**src/core/edge_ctl_map.svh**
```systemverilog
// register map, field positions, reset values and codes of the edge control block
// assumes inclusion by bare name from the design files
`ifndef EDGE_CTL_MAP_SVH
`define EDGE_CTL_MAP_SVH
// byte addresses on the register bus
`define ADDR_MAIN_CONTROL 4'h0
`define ADDR_EDGE_CONFIG 4'h4
`define ADDR_CURRENT_CTRL 4'h8
`define ADDR_IRQ 4'hC
// main control fields
`define MC_MODULE_EN 7
`define MC_IDLE_STOP 5
`define MC_DELAY_MODE 4
`define MC_EDGE_PASS 3
`define MC_ORDERED 2
`define MC_DISCHARGE 1
`define MC_TRIG_EN 0
`define MC_WRITE_MASK 8'hBF
// edge config fields
`define EC_CH2_POL 7
`define EC_CH2_SEL_HI 6
`define EC_CH2_SEL_LO 5
`define EC_CH1_POL 4
`define EC_CH1_SEL_HI 3
`define EC_CH1_SEL_LO 2
`define EC_CH2_FLAG 1
`define EC_CH1_FLAG 0
// current control fields
`define CC_RANGE_HI 1
`define CC_RANGE_LO 0
`define CC_TRIM_HI 7
`define CC_TRIM_LO 2
// irq register fields
`define IRQ_FLAG_BIT 0
`define IRQ_EN_BIT 1
// source select codes
`define SRC_PIN_A 2'h3
`define SRC_PIN_B 2'h2
`define SRC_CMP_A 2'h1
`define SRC_CMP_B 2'h0
// reset values
`define RST_BYTE 8'h00
// axi responses
`define RESP_OKAY 2'h0
`define RESP_SLVERR 2'h2
`endif

```
**src/core/edge_ctl_pkg.sv**
```systemverilog
// types shared by the edge control block
// assumes the map header supplies all numbers
package edge_ctl_pkg;
  // edge configuration byte as packed fields
  typedef struct packed {
    logic ch2_pol;
    logic [1:0] ch2_sel;
    logic ch1_pol;
    logic [1:0] ch1_sel;
    logic ch2_flag;
    logic ch1_flag;
  } edge_cfg_t;
  // analog side controls travel together
  typedef struct packed {
    logic [1:0] range;
    logic [5:0] trim;
    logic gate;
    logic discharge;
    logic delay_mode;
  } analog_ctl_t;
  // bus slave write states
  typedef enum logic [1:0] {WR_IDLE, WR_RESP} wr_state_t;
endpackage : edge_ctl_pkg

```
**src/core/edge_sync2.sv**
```systemverilog
// two flip-flop synchroniser for a vector of level inputs
// assumes inputs are asynchronous levels
`timescale 1ns/1ps
module edge_sync2 #(
  parameter int W = 4
) (
  // clock and reset
  input wire logic clk_in,
  input wire logic nrst_in,
  // levels
  input wire logic [W-1:0] async_in,
  output logic [W-1:0] sync_out
);
  logic [W-1:0] meta_q; // first stage, read only by second stage

  // two stages, nothing taps the first
  always_ff @(posedge clk_in or negedge nrst_in)
  begin
    if (!nrst_in)
    begin
      meta_q <= '0;
      sync_out <= '0;
    end
    else
    begin
      meta_q <= async_in;
      sync_out <= meta_q;
    end
  end
endmodule : edge_sync2

```
**src/core/edge_ctl.sv**
```systemverilog
// digital control of a charge/time measurement unit with axi4-lite registers
// assumes analog source, converter and comparator sit outside on plain pins
//
// Summary of operation
// - per channel polarity bit, 1 means high
// - two-bit source select per channel
// - channels respond to level, not transitions
// - hardware sets channel flag on response
// - config matching input sets flag at once
// - gate on when exactly one flag set
// - software may write both flags
// - ordered mode ignores channel 2 until 1
// - interrupt flag on gate on then off
// - range field drives current source
// - six-bit signed trim field to analog
// - edge pass bit clear blocks all edges
// - conversion trigger pulse after second event
// - discharge bit drives discharge output
// - mode bit selects measure or delay
// - reset defaults: negative, unordered, no trigger
// - delay mode ends pulse on comparator
// - module enable gates edge responses, gate and trigger
// - idle stop halts block in idle
//
// Design decisions made here: the register offsets and the AXI4-Lite interface to the registers.
`timescale 1ns/1ps
`include "edge_ctl_map.svh"
module edge_ctl (
  // clock and reset
  input wire logic ref_clk_in,
  input wire logic nrst_in,
  // axi4-lite write address and data
  input wire logic [3:0] s_axi_awaddr_in,
  input wire logic s_axi_awvalid_in,
  output logic s_axi_awready_out,
  input wire logic [31:0] s_axi_wdata_in,
  input wire logic [3:0] s_axi_wstrb_in,
  input wire logic s_axi_wvalid_in,
  output logic s_axi_wready_out,
  // axi4-lite write response
  output logic [1:0] s_axi_bresp_out,
  output logic s_axi_bvalid_out,
  input wire logic s_axi_bready_in,
  // axi4-lite read
  input wire logic [3:0] s_axi_araddr_in,
  input wire logic s_axi_arvalid_in,
  output logic s_axi_arready_out,
  output logic [31:0] s_axi_rdata_out,
  output logic [1:0] s_axi_rresp_out,
  output logic s_axi_rvalid_out,
  input wire logic s_axi_rready_in,
  // edge sources, asynchronous
  input wire logic ext_edge_pin_a_in,
  input wire logic ext_edge_pin_b_in,
  input wire logic compare_unit_a_in,
  input wire logic compare_unit_b_in,
  // chip state and comparator, asynchronous
  input wire logic chip_idle_in,
  input wire logic comparator_trip_in,
  // analog side
  output edge_ctl_pkg::analog_ctl_t analog_out,
  output logic conv_trigger_out,
  output logic irq_out
);
  // registers
  logic [7:0] main_ctl_q; // module and edge controls
  edge_ctl_pkg::edge_cfg_t cfg_q; // sources, polarities, flags
  logic [7:0] cur_ctl_q; // trim and range
  logic irq_flag_q; // sticky on-off cycle flag
  logic irq_en_q; // interrupt enable
  edge_ctl_pkg::wr_state_t wr_st_q;
  logic aw_held_q; // write address taken
  logic w_held_q; // write data taken
  logic [3:0] aw_addr_q;
  logic [31:0] w_data_q;
  logic [3:0] w_strb_q;
  logic gate_prev_q; // previous gate for on-off detection
  logic both_prev_q; // previous both-flags state for trigger

  // synchronised inputs
  logic [5:0] sync_w;
  logic pin_a_s, pin_b_s, cmp_a_s, cmp_b_s, idle_s, trip_s;

  edge_sync2 #(.W(6)) u_sync (
    .clk_in(ref_clk_in),
    .nrst_in(nrst_in),
    .async_in({comparator_trip_in, chip_idle_in, compare_unit_b_in,
               compare_unit_a_in, ext_edge_pin_b_in, ext_edge_pin_a_in}),
    .sync_out(sync_w)
  );
  assign {trip_s, idle_s, cmp_b_s, cmp_a_s, pin_b_s, pin_a_s} = sync_w;

  // source mux with polarity, used by both channels
  function automatic logic edge_level(input logic [1:0] sel, input logic pol,
                                      input logic pa, input logic pb,
                                      input logic ca, input logic cb);
    logic src;
    src = cb;
    if (sel == `SRC_PIN_A) src = pa;
    else if (sel == `SRC_PIN_B) src = pb;
    else if (sel == `SRC_CMP_A) src = ca;
    // polarity 1 = high level, 0 = low level
    edge_level = pol ? src : ~src;
  endfunction : edge_level

  // channel qualification
  logic running; // module on and not stopped by idle
  logic ch1_hit, ch2_hit;
  logic gate_now;
  assign running = main_ctl_q[`MC_MODULE_EN] &
                   ~(main_ctl_q[`MC_IDLE_STOP] & idle_s);
  assign ch1_hit = running & main_ctl_q[`MC_EDGE_PASS] &
                   edge_level(cfg_q.ch1_sel, cfg_q.ch1_pol,
                              pin_a_s, pin_b_s, cmp_a_s, cmp_b_s);
  // ordered mode holds channel 2 off until channel 1 flag stands
  assign ch2_hit = running & main_ctl_q[`MC_EDGE_PASS] &
                   (~main_ctl_q[`MC_ORDERED] | cfg_q.ch1_flag) &
                   edge_level(cfg_q.ch2_sel, cfg_q.ch2_pol,
                              pin_a_s, pin_b_s, cmp_a_s, cmp_b_s);
  assign gate_now = running & (cfg_q.ch1_flag ^ cfg_q.ch2_flag);

  // write decode helpers
  logic wr_fire;
  logic wr_ok;
  assign wr_fire = aw_held_q & w_held_q & (wr_st_q == edge_ctl_pkg::WR_IDLE);
  assign wr_ok = (aw_addr_q == `ADDR_MAIN_CONTROL) | (aw_addr_q == `ADDR_EDGE_CONFIG) |
                 (aw_addr_q == `ADDR_CURRENT_CTRL) | (aw_addr_q == `ADDR_IRQ);

  // address and data capture, either order
  always_ff @(posedge ref_clk_in or negedge nrst_in)
  begin
    if (!nrst_in)
    begin
      aw_held_q <= 1'b0;
      w_held_q <= 1'b0;
      aw_addr_q <= '0;
      w_data_q <= '0;
      w_strb_q <= '0;
      s_axi_awready_out <= 1'b0;
      s_axi_wready_out <= 1'b0;
    end
    else
    begin
      s_axi_awready_out <= 1'b0;
      s_axi_wready_out <= 1'b0;
      if (s_axi_awvalid_in & s_axi_awready_out)
      begin
        aw_held_q <= 1'b1;
        aw_addr_q <= s_axi_awaddr_in;
      end
      else if (!aw_held_q & s_axi_awvalid_in)
        s_axi_awready_out <= 1'b1; // one-cycle ready while address waits
      if (s_axi_wvalid_in & s_axi_wready_out)
      begin
        w_held_q <= 1'b1;
        w_data_q <= s_axi_wdata_in;
        w_strb_q <= s_axi_wstrb_in;
      end
      else if (!w_held_q & s_axi_wvalid_in)
        s_axi_wready_out <= 1'b1;
      if (wr_fire)
      begin
        aw_held_q <= 1'b0;
        w_held_q <= 1'b0;
      end
    end
  end

  // write response
  always_ff @(posedge ref_clk_in or negedge nrst_in)
  begin
    if (!nrst_in)
    begin
      wr_st_q <= edge_ctl_pkg::WR_IDLE;
      s_axi_bvalid_out <= 1'b0;
      s_axi_bresp_out <= `RESP_OKAY;
    end
    else
    begin
      case (wr_st_q)
        edge_ctl_pkg::WR_IDLE:
        begin
          if (wr_fire)
          begin
            s_axi_bvalid_out <= 1'b1;
            s_axi_bresp_out <= wr_ok ? `RESP_OKAY : `RESP_SLVERR;
            wr_st_q <= edge_ctl_pkg::WR_RESP;
          end
        end
        default:
        begin
          if (s_axi_bready_in)
          begin
            s_axi_bvalid_out <= 1'b0;
            wr_st_q <= edge_ctl_pkg::WR_IDLE;
          end
        end
      endcase
    end
  end

  // control registers written by software, lane 0 only
  logic wr_lane0;
  assign wr_lane0 = wr_fire & w_strb_q[0];
  always_ff @(posedge ref_clk_in or negedge nrst_in)
  begin
    if (!nrst_in)
    begin
      main_ctl_q <= `RST_BYTE;
      cur_ctl_q <= `RST_BYTE;
      irq_en_q <= 1'b0;
    end
    else if (wr_lane0)
    begin
      // unimplemented bit 6 stays zero
      if (aw_addr_q == `ADDR_MAIN_CONTROL)
        main_ctl_q <= w_data_q[7:0] & `MC_WRITE_MASK;
      else if (aw_addr_q == `ADDR_CURRENT_CTRL)
        cur_ctl_q <= w_data_q[7:0];
      else if (aw_addr_q == `ADDR_IRQ)
        irq_en_q <= w_data_q[`IRQ_EN_BIT];
    end
  end

  // edge config and flags; hardware set wins over software clear
  logic cfg_wr;
  assign cfg_wr = wr_lane0 & (aw_addr_q == `ADDR_EDGE_CONFIG);
  always_ff @(posedge ref_clk_in or negedge nrst_in)
  begin
    if (!nrst_in)
      cfg_q <= edge_ctl_pkg::edge_cfg_t'(`RST_BYTE);
    else
    begin
      if (cfg_wr)
        cfg_q <= edge_ctl_pkg::edge_cfg_t'(w_data_q[7:0]);
      // level checked every cycle, so a new matching config sets at once
      if (ch1_hit)
        cfg_q.ch1_flag <= 1'b1;
      if (ch2_hit)
        cfg_q.ch2_flag <= 1'b1;
    end
  end

  // interrupt flag on gate falling; set wins over software clear
  always_ff @(posedge ref_clk_in or negedge nrst_in)
  begin
    if (!nrst_in)
    begin
      gate_prev_q <= 1'b0;
      irq_flag_q <= 1'b0;
      irq_out <= 1'b0;
    end
    else
    begin
      gate_prev_q <= gate_now;
      if (gate_prev_q & ~gate_now)
        irq_flag_q <= 1'b1;
      else if (wr_lane0 & (aw_addr_q == `ADDR_IRQ) & ~w_data_q[`IRQ_FLAG_BIT])
        irq_flag_q <= 1'b0;
      irq_out <= irq_flag_q & irq_en_q;
    end
  end

  // conversion trigger: one pulse when the second flag completes the pair
  logic both_now;
  assign both_now = cfg_q.ch1_flag & cfg_q.ch2_flag;
  always_ff @(posedge ref_clk_in or negedge nrst_in)
  begin
    if (!nrst_in)
    begin
      both_prev_q <= 1'b0;
      conv_trigger_out <= 1'b0;
    end
    else
    begin
      both_prev_q <= both_now;
      conv_trigger_out <= main_ctl_q[`MC_TRIG_EN] & running &
                          both_now & ~both_prev_q;
    end
  end

  // analog outputs registered
  always_ff @(posedge ref_clk_in or negedge nrst_in)
  begin
    if (!nrst_in)
      analog_out <= '0;
    else
    begin
      analog_out.range <= cur_ctl_q[`CC_RANGE_HI:`CC_RANGE_LO];
      analog_out.trim <= cur_ctl_q[`CC_TRIM_HI:`CC_TRIM_LO];
      analog_out.discharge <= main_ctl_q[`MC_DISCHARGE];
      analog_out.delay_mode <= main_ctl_q[`MC_DELAY_MODE];
      // in delay mode the comparator may end the gate early
      analog_out.gate <= gate_now &
                         (~main_ctl_q[`MC_DELAY_MODE] | ~trip_s);
    end
  end

  // read channel, one read at a time
  always_ff @(posedge ref_clk_in or negedge nrst_in)
  begin
    if (!nrst_in)
    begin
      s_axi_arready_out <= 1'b0;
      s_axi_rvalid_out <= 1'b0;
      s_axi_rdata_out <= '0;
      s_axi_rresp_out <= `RESP_OKAY;
    end
    else
    begin
      s_axi_arready_out <= 1'b0;
      if (s_axi_rvalid_out & s_axi_rready_in)
        s_axi_rvalid_out <= 1'b0;
      else if (s_axi_arvalid_in & s_axi_arready_out)
      begin
        s_axi_rvalid_out <= 1'b1;
        s_axi_rresp_out <= `RESP_OKAY;
        s_axi_rdata_out <= '0;
        if (s_axi_araddr_in == `ADDR_MAIN_CONTROL)
          s_axi_rdata_out[7:0] <= main_ctl_q;
        else if (s_axi_araddr_in == `ADDR_EDGE_CONFIG)
          s_axi_rdata_out[7:0] <= cfg_q;
        else if (s_axi_araddr_in == `ADDR_CURRENT_CTRL)
          s_axi_rdata_out[7:0] <= cur_ctl_q;
        else if (s_axi_araddr_in == `ADDR_IRQ)
          s_axi_rdata_out[1:0] <= {irq_en_q, irq_flag_q};
        else
          s_axi_rresp_out <= `RESP_SLVERR;
      end
      else if (s_axi_arvalid_in & ~s_axi_rvalid_out)
        s_axi_arready_out <= 1'b1;
    end
  end

  // checks
  AST_GATE_ONE_FLAG: assert property (@(posedge ref_clk_in) disable iff (!nrst_in)
    analog_out.gate |-> $past(cfg_q.ch1_flag ^ cfg_q.ch2_flag))
    else $error("gate high without exactly one flag");
  AST_BLOCKED_NO_SET: assert property (@(posedge ref_clk_in) disable iff (!nrst_in)
    (!main_ctl_q[`MC_EDGE_PASS] && !cfg_wr && !cfg_q.ch1_flag) |=> !cfg_q.ch1_flag)
    else $error("flag set while edges blocked");
  AST_LEVEL_SETS: assert property (@(posedge ref_clk_in) disable iff (!nrst_in)
    ch1_hit |=> cfg_q.ch1_flag)
    else $error("channel one response did not set flag");
  AST_ORDERED: assert property (@(posedge ref_clk_in) disable iff (!nrst_in)
    (main_ctl_q[`MC_ORDERED] && !cfg_q.ch1_flag && !cfg_q.ch2_flag && !cfg_wr)
    |=> !cfg_q.ch2_flag)
    else $error("channel two set before channel one");
  AST_IRQ_SET: assert property (@(posedge ref_clk_in) disable iff (!nrst_in)
    (gate_prev_q && !gate_now) |=> irq_flag_q ##1 (irq_out == $past(irq_en_q)))
    else $error("interrupt flag missed gate off");
  AST_TRIG_OFF: assert property (@(posedge ref_clk_in) disable iff (!nrst_in)
    conv_trigger_out |-> $past(main_ctl_q[`MC_TRIG_EN]) ##1 !conv_trigger_out)
    else $error("trigger without enable or too long");
  AST_DISCHARGE: assert property (@(posedge ref_clk_in) disable iff (!nrst_in)
    main_ctl_q[`MC_DISCHARGE] [*2] |-> analog_out.discharge)
    else $error("discharge output not following control");
  AST_DISABLED: assert property (@(posedge ref_clk_in) disable iff (!nrst_in)
    !main_ctl_q[`MC_MODULE_EN] [*2] |-> !analog_out.gate)
    else $error("gate while module disabled");
  AST_IDLE: assert property (@(posedge ref_clk_in) disable iff (!nrst_in)
    (main_ctl_q[`MC_IDLE_STOP] && idle_s) |-> !ch1_hit && !ch2_hit)
    else $error("response during idle stop");
  AST_DELAY_CUT: assert property (@(posedge ref_clk_in) disable iff (!nrst_in)
    (main_ctl_q[`MC_DELAY_MODE] && trip_s) |=> !analog_out.gate)
    else $error("delay pulse outlived comparator trip");
endmodule : edge_ctl

```
**config.mk**
```make
export PLATFORM = sky130hd
export DESIGN_NAME = edge_ctl
export DESIGN_NICKNAME = d
export VERILOG_FILES = /design/src/core/edge_ctl_pkg.sv /design/src/core/edge_sync2.sv /design/src/core/edge_ctl.sv
export VERILOG_INCLUDE_DIRS = /design/src /design/src/core
export SDC_FILE = /design/constraint.sdc
export NUM_CORES = 1
export LEC_CHECK = 0
export ABC_AREA = 1
export BUFFER_PORTS_ARGS = -buffer_cell sky130_fd_sc_hd__buf_2
export CELL_PAD_IN_SITES_DETAIL_PLACEMENT = 1
export CELL_PAD_IN_SITES_GLOBAL_PLACEMENT = 2
export CORE_MARGIN = 2
export CORE_UTILIZATION = 32
export CTS_CLUSTER_DIAMETER = 100
export CTS_CLUSTER_SIZE = 14
export DETAILED_ROUTE_END_ITERATION = 8
export HOLD_SLACK_MARGIN = 0.15
export PLACE_DENSITY_LB_ADDON = 0.3
export SYNTH_ARGS = -nofsm -noshare
export SYNTH_HDL_FRONTEND = slang
export SYNTH_SLANG_ARGS = --single-unit
```
**constraint.sdc**
```tcl
create_clock -name ref_clk_in -period 3.75 [get_ports ref_clk_in]
set_input_delay 0.75 -clock ref_clk_in [delete_from_list [all_inputs] [get_ports ref_clk_in]]
set_output_delay 0.75 -clock ref_clk_in [all_outputs]
set_load 0.01 [all_outputs]
```
==> run_results.csv <==
group,metric,value,unit
sta,relSlewSlack,31.2,%
detailed_routing,via_count,2462,
yosys,ys.flop_type,"dfrtp_1",
detailed_routing,drt-total-wl,7390,µm
floorplanning,rows,38,
yosys,synth_async_sr_flop_share,100,%
yosys,synth.area.top_cells,"dfrtp_1 (59%), nand2_1 (10%), buf_4 (5.8%)",
yosys,synth_edf_count,0,
cts,htreeDepth,3,
cts,numCtsBuffers,9,
global_routing,grt_overflow,0,
finish,area_growth,15.6,%
status,status,"completed",
setup_path,cp_top_family,"simple AND/OR/NAND/NOR gates",
yosys,synth_fa_ha_area_share,0.358,%
yosys,synth_warnings,0,
setup_path,crit_required,4.00,ns
power_and_ir_drop,ir_drop,0.210,mV
floorplanning,dieWidth,109,µm
setup_path,path_max_fanout,16,
setup_path,critPathLaunchType,"input port",
min_path,min_path_type,"register to register",
yosys,synthXorXnorAreaFrac,0,%
detailed_routing,first_pass_iters,4,
finish,utilization,37.6,%
floorplanning,initial_utilization,32.5,%
global_routing,grt_pass1_vias,2522,
setup_path,arrival,1.95,ns
yosys,syn_area_per_cell,9.71,µm²
finish,fill_cells,1275,
setup_path,crit_path_cell_trace,"buf_2 > nor2_2 > nand2_1 > o21ai_0 > inv_1 > nand2_1 > nand2_1",
yosys,yosysTopAreaCellShare,58.7,%
flow_run,cap_violations,0,
finish,n_antenna_cell,0,
setup_path,slowest_stage,"nor2_2",
cts,cts.sinks,82,
placed_design,gp_congestion,0.734,
yosys,yosys.area.top_type,"dfrtp_1",
global_routing,antenna_found_initial,0,
global_routing,grt_max_degree,83,
sta,finalHoldViolations,0,
yosys,synth_top_family_by_area,"simple AND/OR/NAND/NOR gates",
finish,drive_gt1_share,23.0,%
yosys,synth-seq-cells,82,
sta,rsz0062_at_grt,"no",
cts,cts_tree,"yes",
setup_path,cp_common_cell,"nand2_1",
placed_design,port_buffers,57,
sta,finalCritPeriodShare,45.5,%
sta,fmax,586,MHz
floorplanning,core,10700,µm²
power_and_ir_drop,power_density,710,nW/µm²
cts,cts_setup_buffers,0,
cts,clk_latency,0.35,ns
yosys,yosysSeqAreaShare,58.7,%
yosys,synth_common_cells,"nand2_1 (93), dfrtp_1 (82), o21ai_0 (36), inv_1 (34), buf_4 (27)",
cts,clk_pin_slew,0.08,ns
setup_path,critPathBufInv,2,
power_and_ir_drop,leakage,2.10,nW
sta,worst_pin_slew,1.03,ns
cts,cts_repair_resize_count,0,
finish,fin_nets,478,
placed_design,dp_hpwl,5390,µm
floorplanning,dieArea,11800,µm²
yosys,synthMuxAreaShare,0,%
detailed_routing,drcViolationCount,0,
floorplanning,floorplan.die.height,109,µm
cts,ctsRootBufferMaster,"clkbuf_8",
yosys,synth_most_common_cell,"nand2_1",
sta,skew,0.00763,ns
sta,slew_violations,0,
yosys,synth_compound_area_share,9.41,%
setup_path,critical_path_class,"input port to register",
yosys,synthCells,360,
detailed_routing,drt_iter0_markers,69,
global_routing,grt_usage,13.7,%
detailed_routing,post_drt_wl_per_cell,13.1,µm
yosys,yosysUniqueCellTypes,25,
setup_path,cp-end-kind,"register",
global_routing,grt_pass1_wl,12200,µm
sta,finalCriticalPeriod,1.71,ns
detailed_routing,avgViaCountPerCell,4.38,
detailed_routing,antenna_left,0,
cts,clk_path_buf_depth,2,
setup_path,max_stage_delay,0.50,ns
sta,tns,0,ns
sta,setup_viol,0,
yosys,netlist_area,3500,µm²
yosys,synth-simple-area-share,20.4,%
cts,hold_buffers,0,
floorplanning,io-pin-count,111,
## per-layer routing
metal | routed length (µm) | vias to the layer above | global-route usage (%)
li1 | - | 1222 | -
met1 | 3540 | 1173 | 18.3
met2 | 3400 | 55 | 21.0
met3 | 311 | 12 | 3.25
met4 | 138 | 0 | 6.04
met5 | 0 | - | 0
## cells in the final DEF (no fill, tap or decap)
cell type | synthesis | final
nand4_1 | 13 | 13
buf_4 | 27 | 2
o21ai_2 | 15 | 15
buf_2 | 3 | 56
nor2_2 | 2 | 2
inv_2 | 1 | 1
nor3b_1 | 2 | 2
nor2_1 | 14 | 14
nand3_4 | 3 | 3
clkbuf_8 | 0 | 10
ha_1 | 1 | 1
nor2_4 | 2 | 2
bufinv_16 | 0 | 3
dfrtp_1 | 82 | 82
nand2_2 | 2 | 2
nand3_1 | 15 | 15
clkinv_1 | 2 | 2
inv_1 | 34 | 34
conb_1 | 1 | 26
o21ai_0 | 36 | 36
nand2_1 | 93 | 93
nor2_8 | 1 | 1
nor3_1 | 4 | 4
a211oi_1 | 1 | 1
a21oi_1 | 2 | 2
## report_power, final
group          leakage [nW]  switching [mW]  internal, mW  total, mW
registers              1.06           0.212          1.18       1.39
logic                 0.930           0.471         0.255      0.726
clock network         0.114           0.305         0.450      0.754
total                  2.10           0.988          1.88       2.87
## sequential cells by signal, summed over array words and instances (netlist names), 4 cells and up
register	flops
u_sync.meta_q	6
s_axi_rdata_out	8
cfg_q	8
w_data_q	8
aw_addr_q	4
analog_out	11
main_ctl_q	7
u_sync.sync_out	6
cur_ctl_q	8
## metrics by stage
stage | setup slack (ns) | power (mW) | std cells | area [µm²] | hold slack (ns)
after global placement | 1.67 | 2.12 | 549 | 3810 | 0.332
final | 2.04 | 2.87 | 562 | 4040 | 0.349
after CTS | 2.01 | 2.92 | 562 | 4040 | 0.349
after floorplan | 2.29 | 1.88 | 385 | 3590 | 0.331
after global routing | 1.85 | 3.09 | 562 | 4040 | 0.362
after detailed placement | 1.62 | 2.16 | 549 | 3810 | 0.336
## final cells by class
cell class              count  area, µm²  area share [%]
flip-flops and latches     82       2050            50.8
multi-input cells         232       1150            28.5
repair buffers             58        295            7.31
well taps                 140        175            4.33
inverters                  37        139            3.44
clock buffers              10        138            3.41
clock inverters             3       90.1            2.23
## cells by family after synthesis
family | Yosys count
adders and majority gates | 1
DFF | 82
AOI/OAI and AO/OA | 54
and+or+nand+nor | 151
other | 1
buffers and inverters | 71
## final timing paths
kind                                            start                             end  slack (ns)  cells after the start
min                        u_sync.meta_q[4]$_DFF_PN0_    u_sync.sync_out[4]$_DFF_PN0_        0.35                      0
max                                s_axi_araddr_in[1]  s_axi_rdata_out[7]$_DFFE_PN0P_        2.04                      7
max in group asynchronous                     nrst_in            cfg_q[7]$_DFFE_PN0P_        2.52                      1
max reg2reg                  aw_addr_q[1]$_DFFE_PN0P_            cfg_q[0]$_DFFE_PN0P_        2.33                      6
min in group asynchronous                     nrst_in        analog_out[10]$_DFF_PN0_        0.57                      1
min reg2reg                u_sync.meta_q[4]$_DFF_PN0_    u_sync.sync_out[4]$_DFF_PN0_        0.35                      0
No activity file was read; power rests on OpenSTA's default activity.
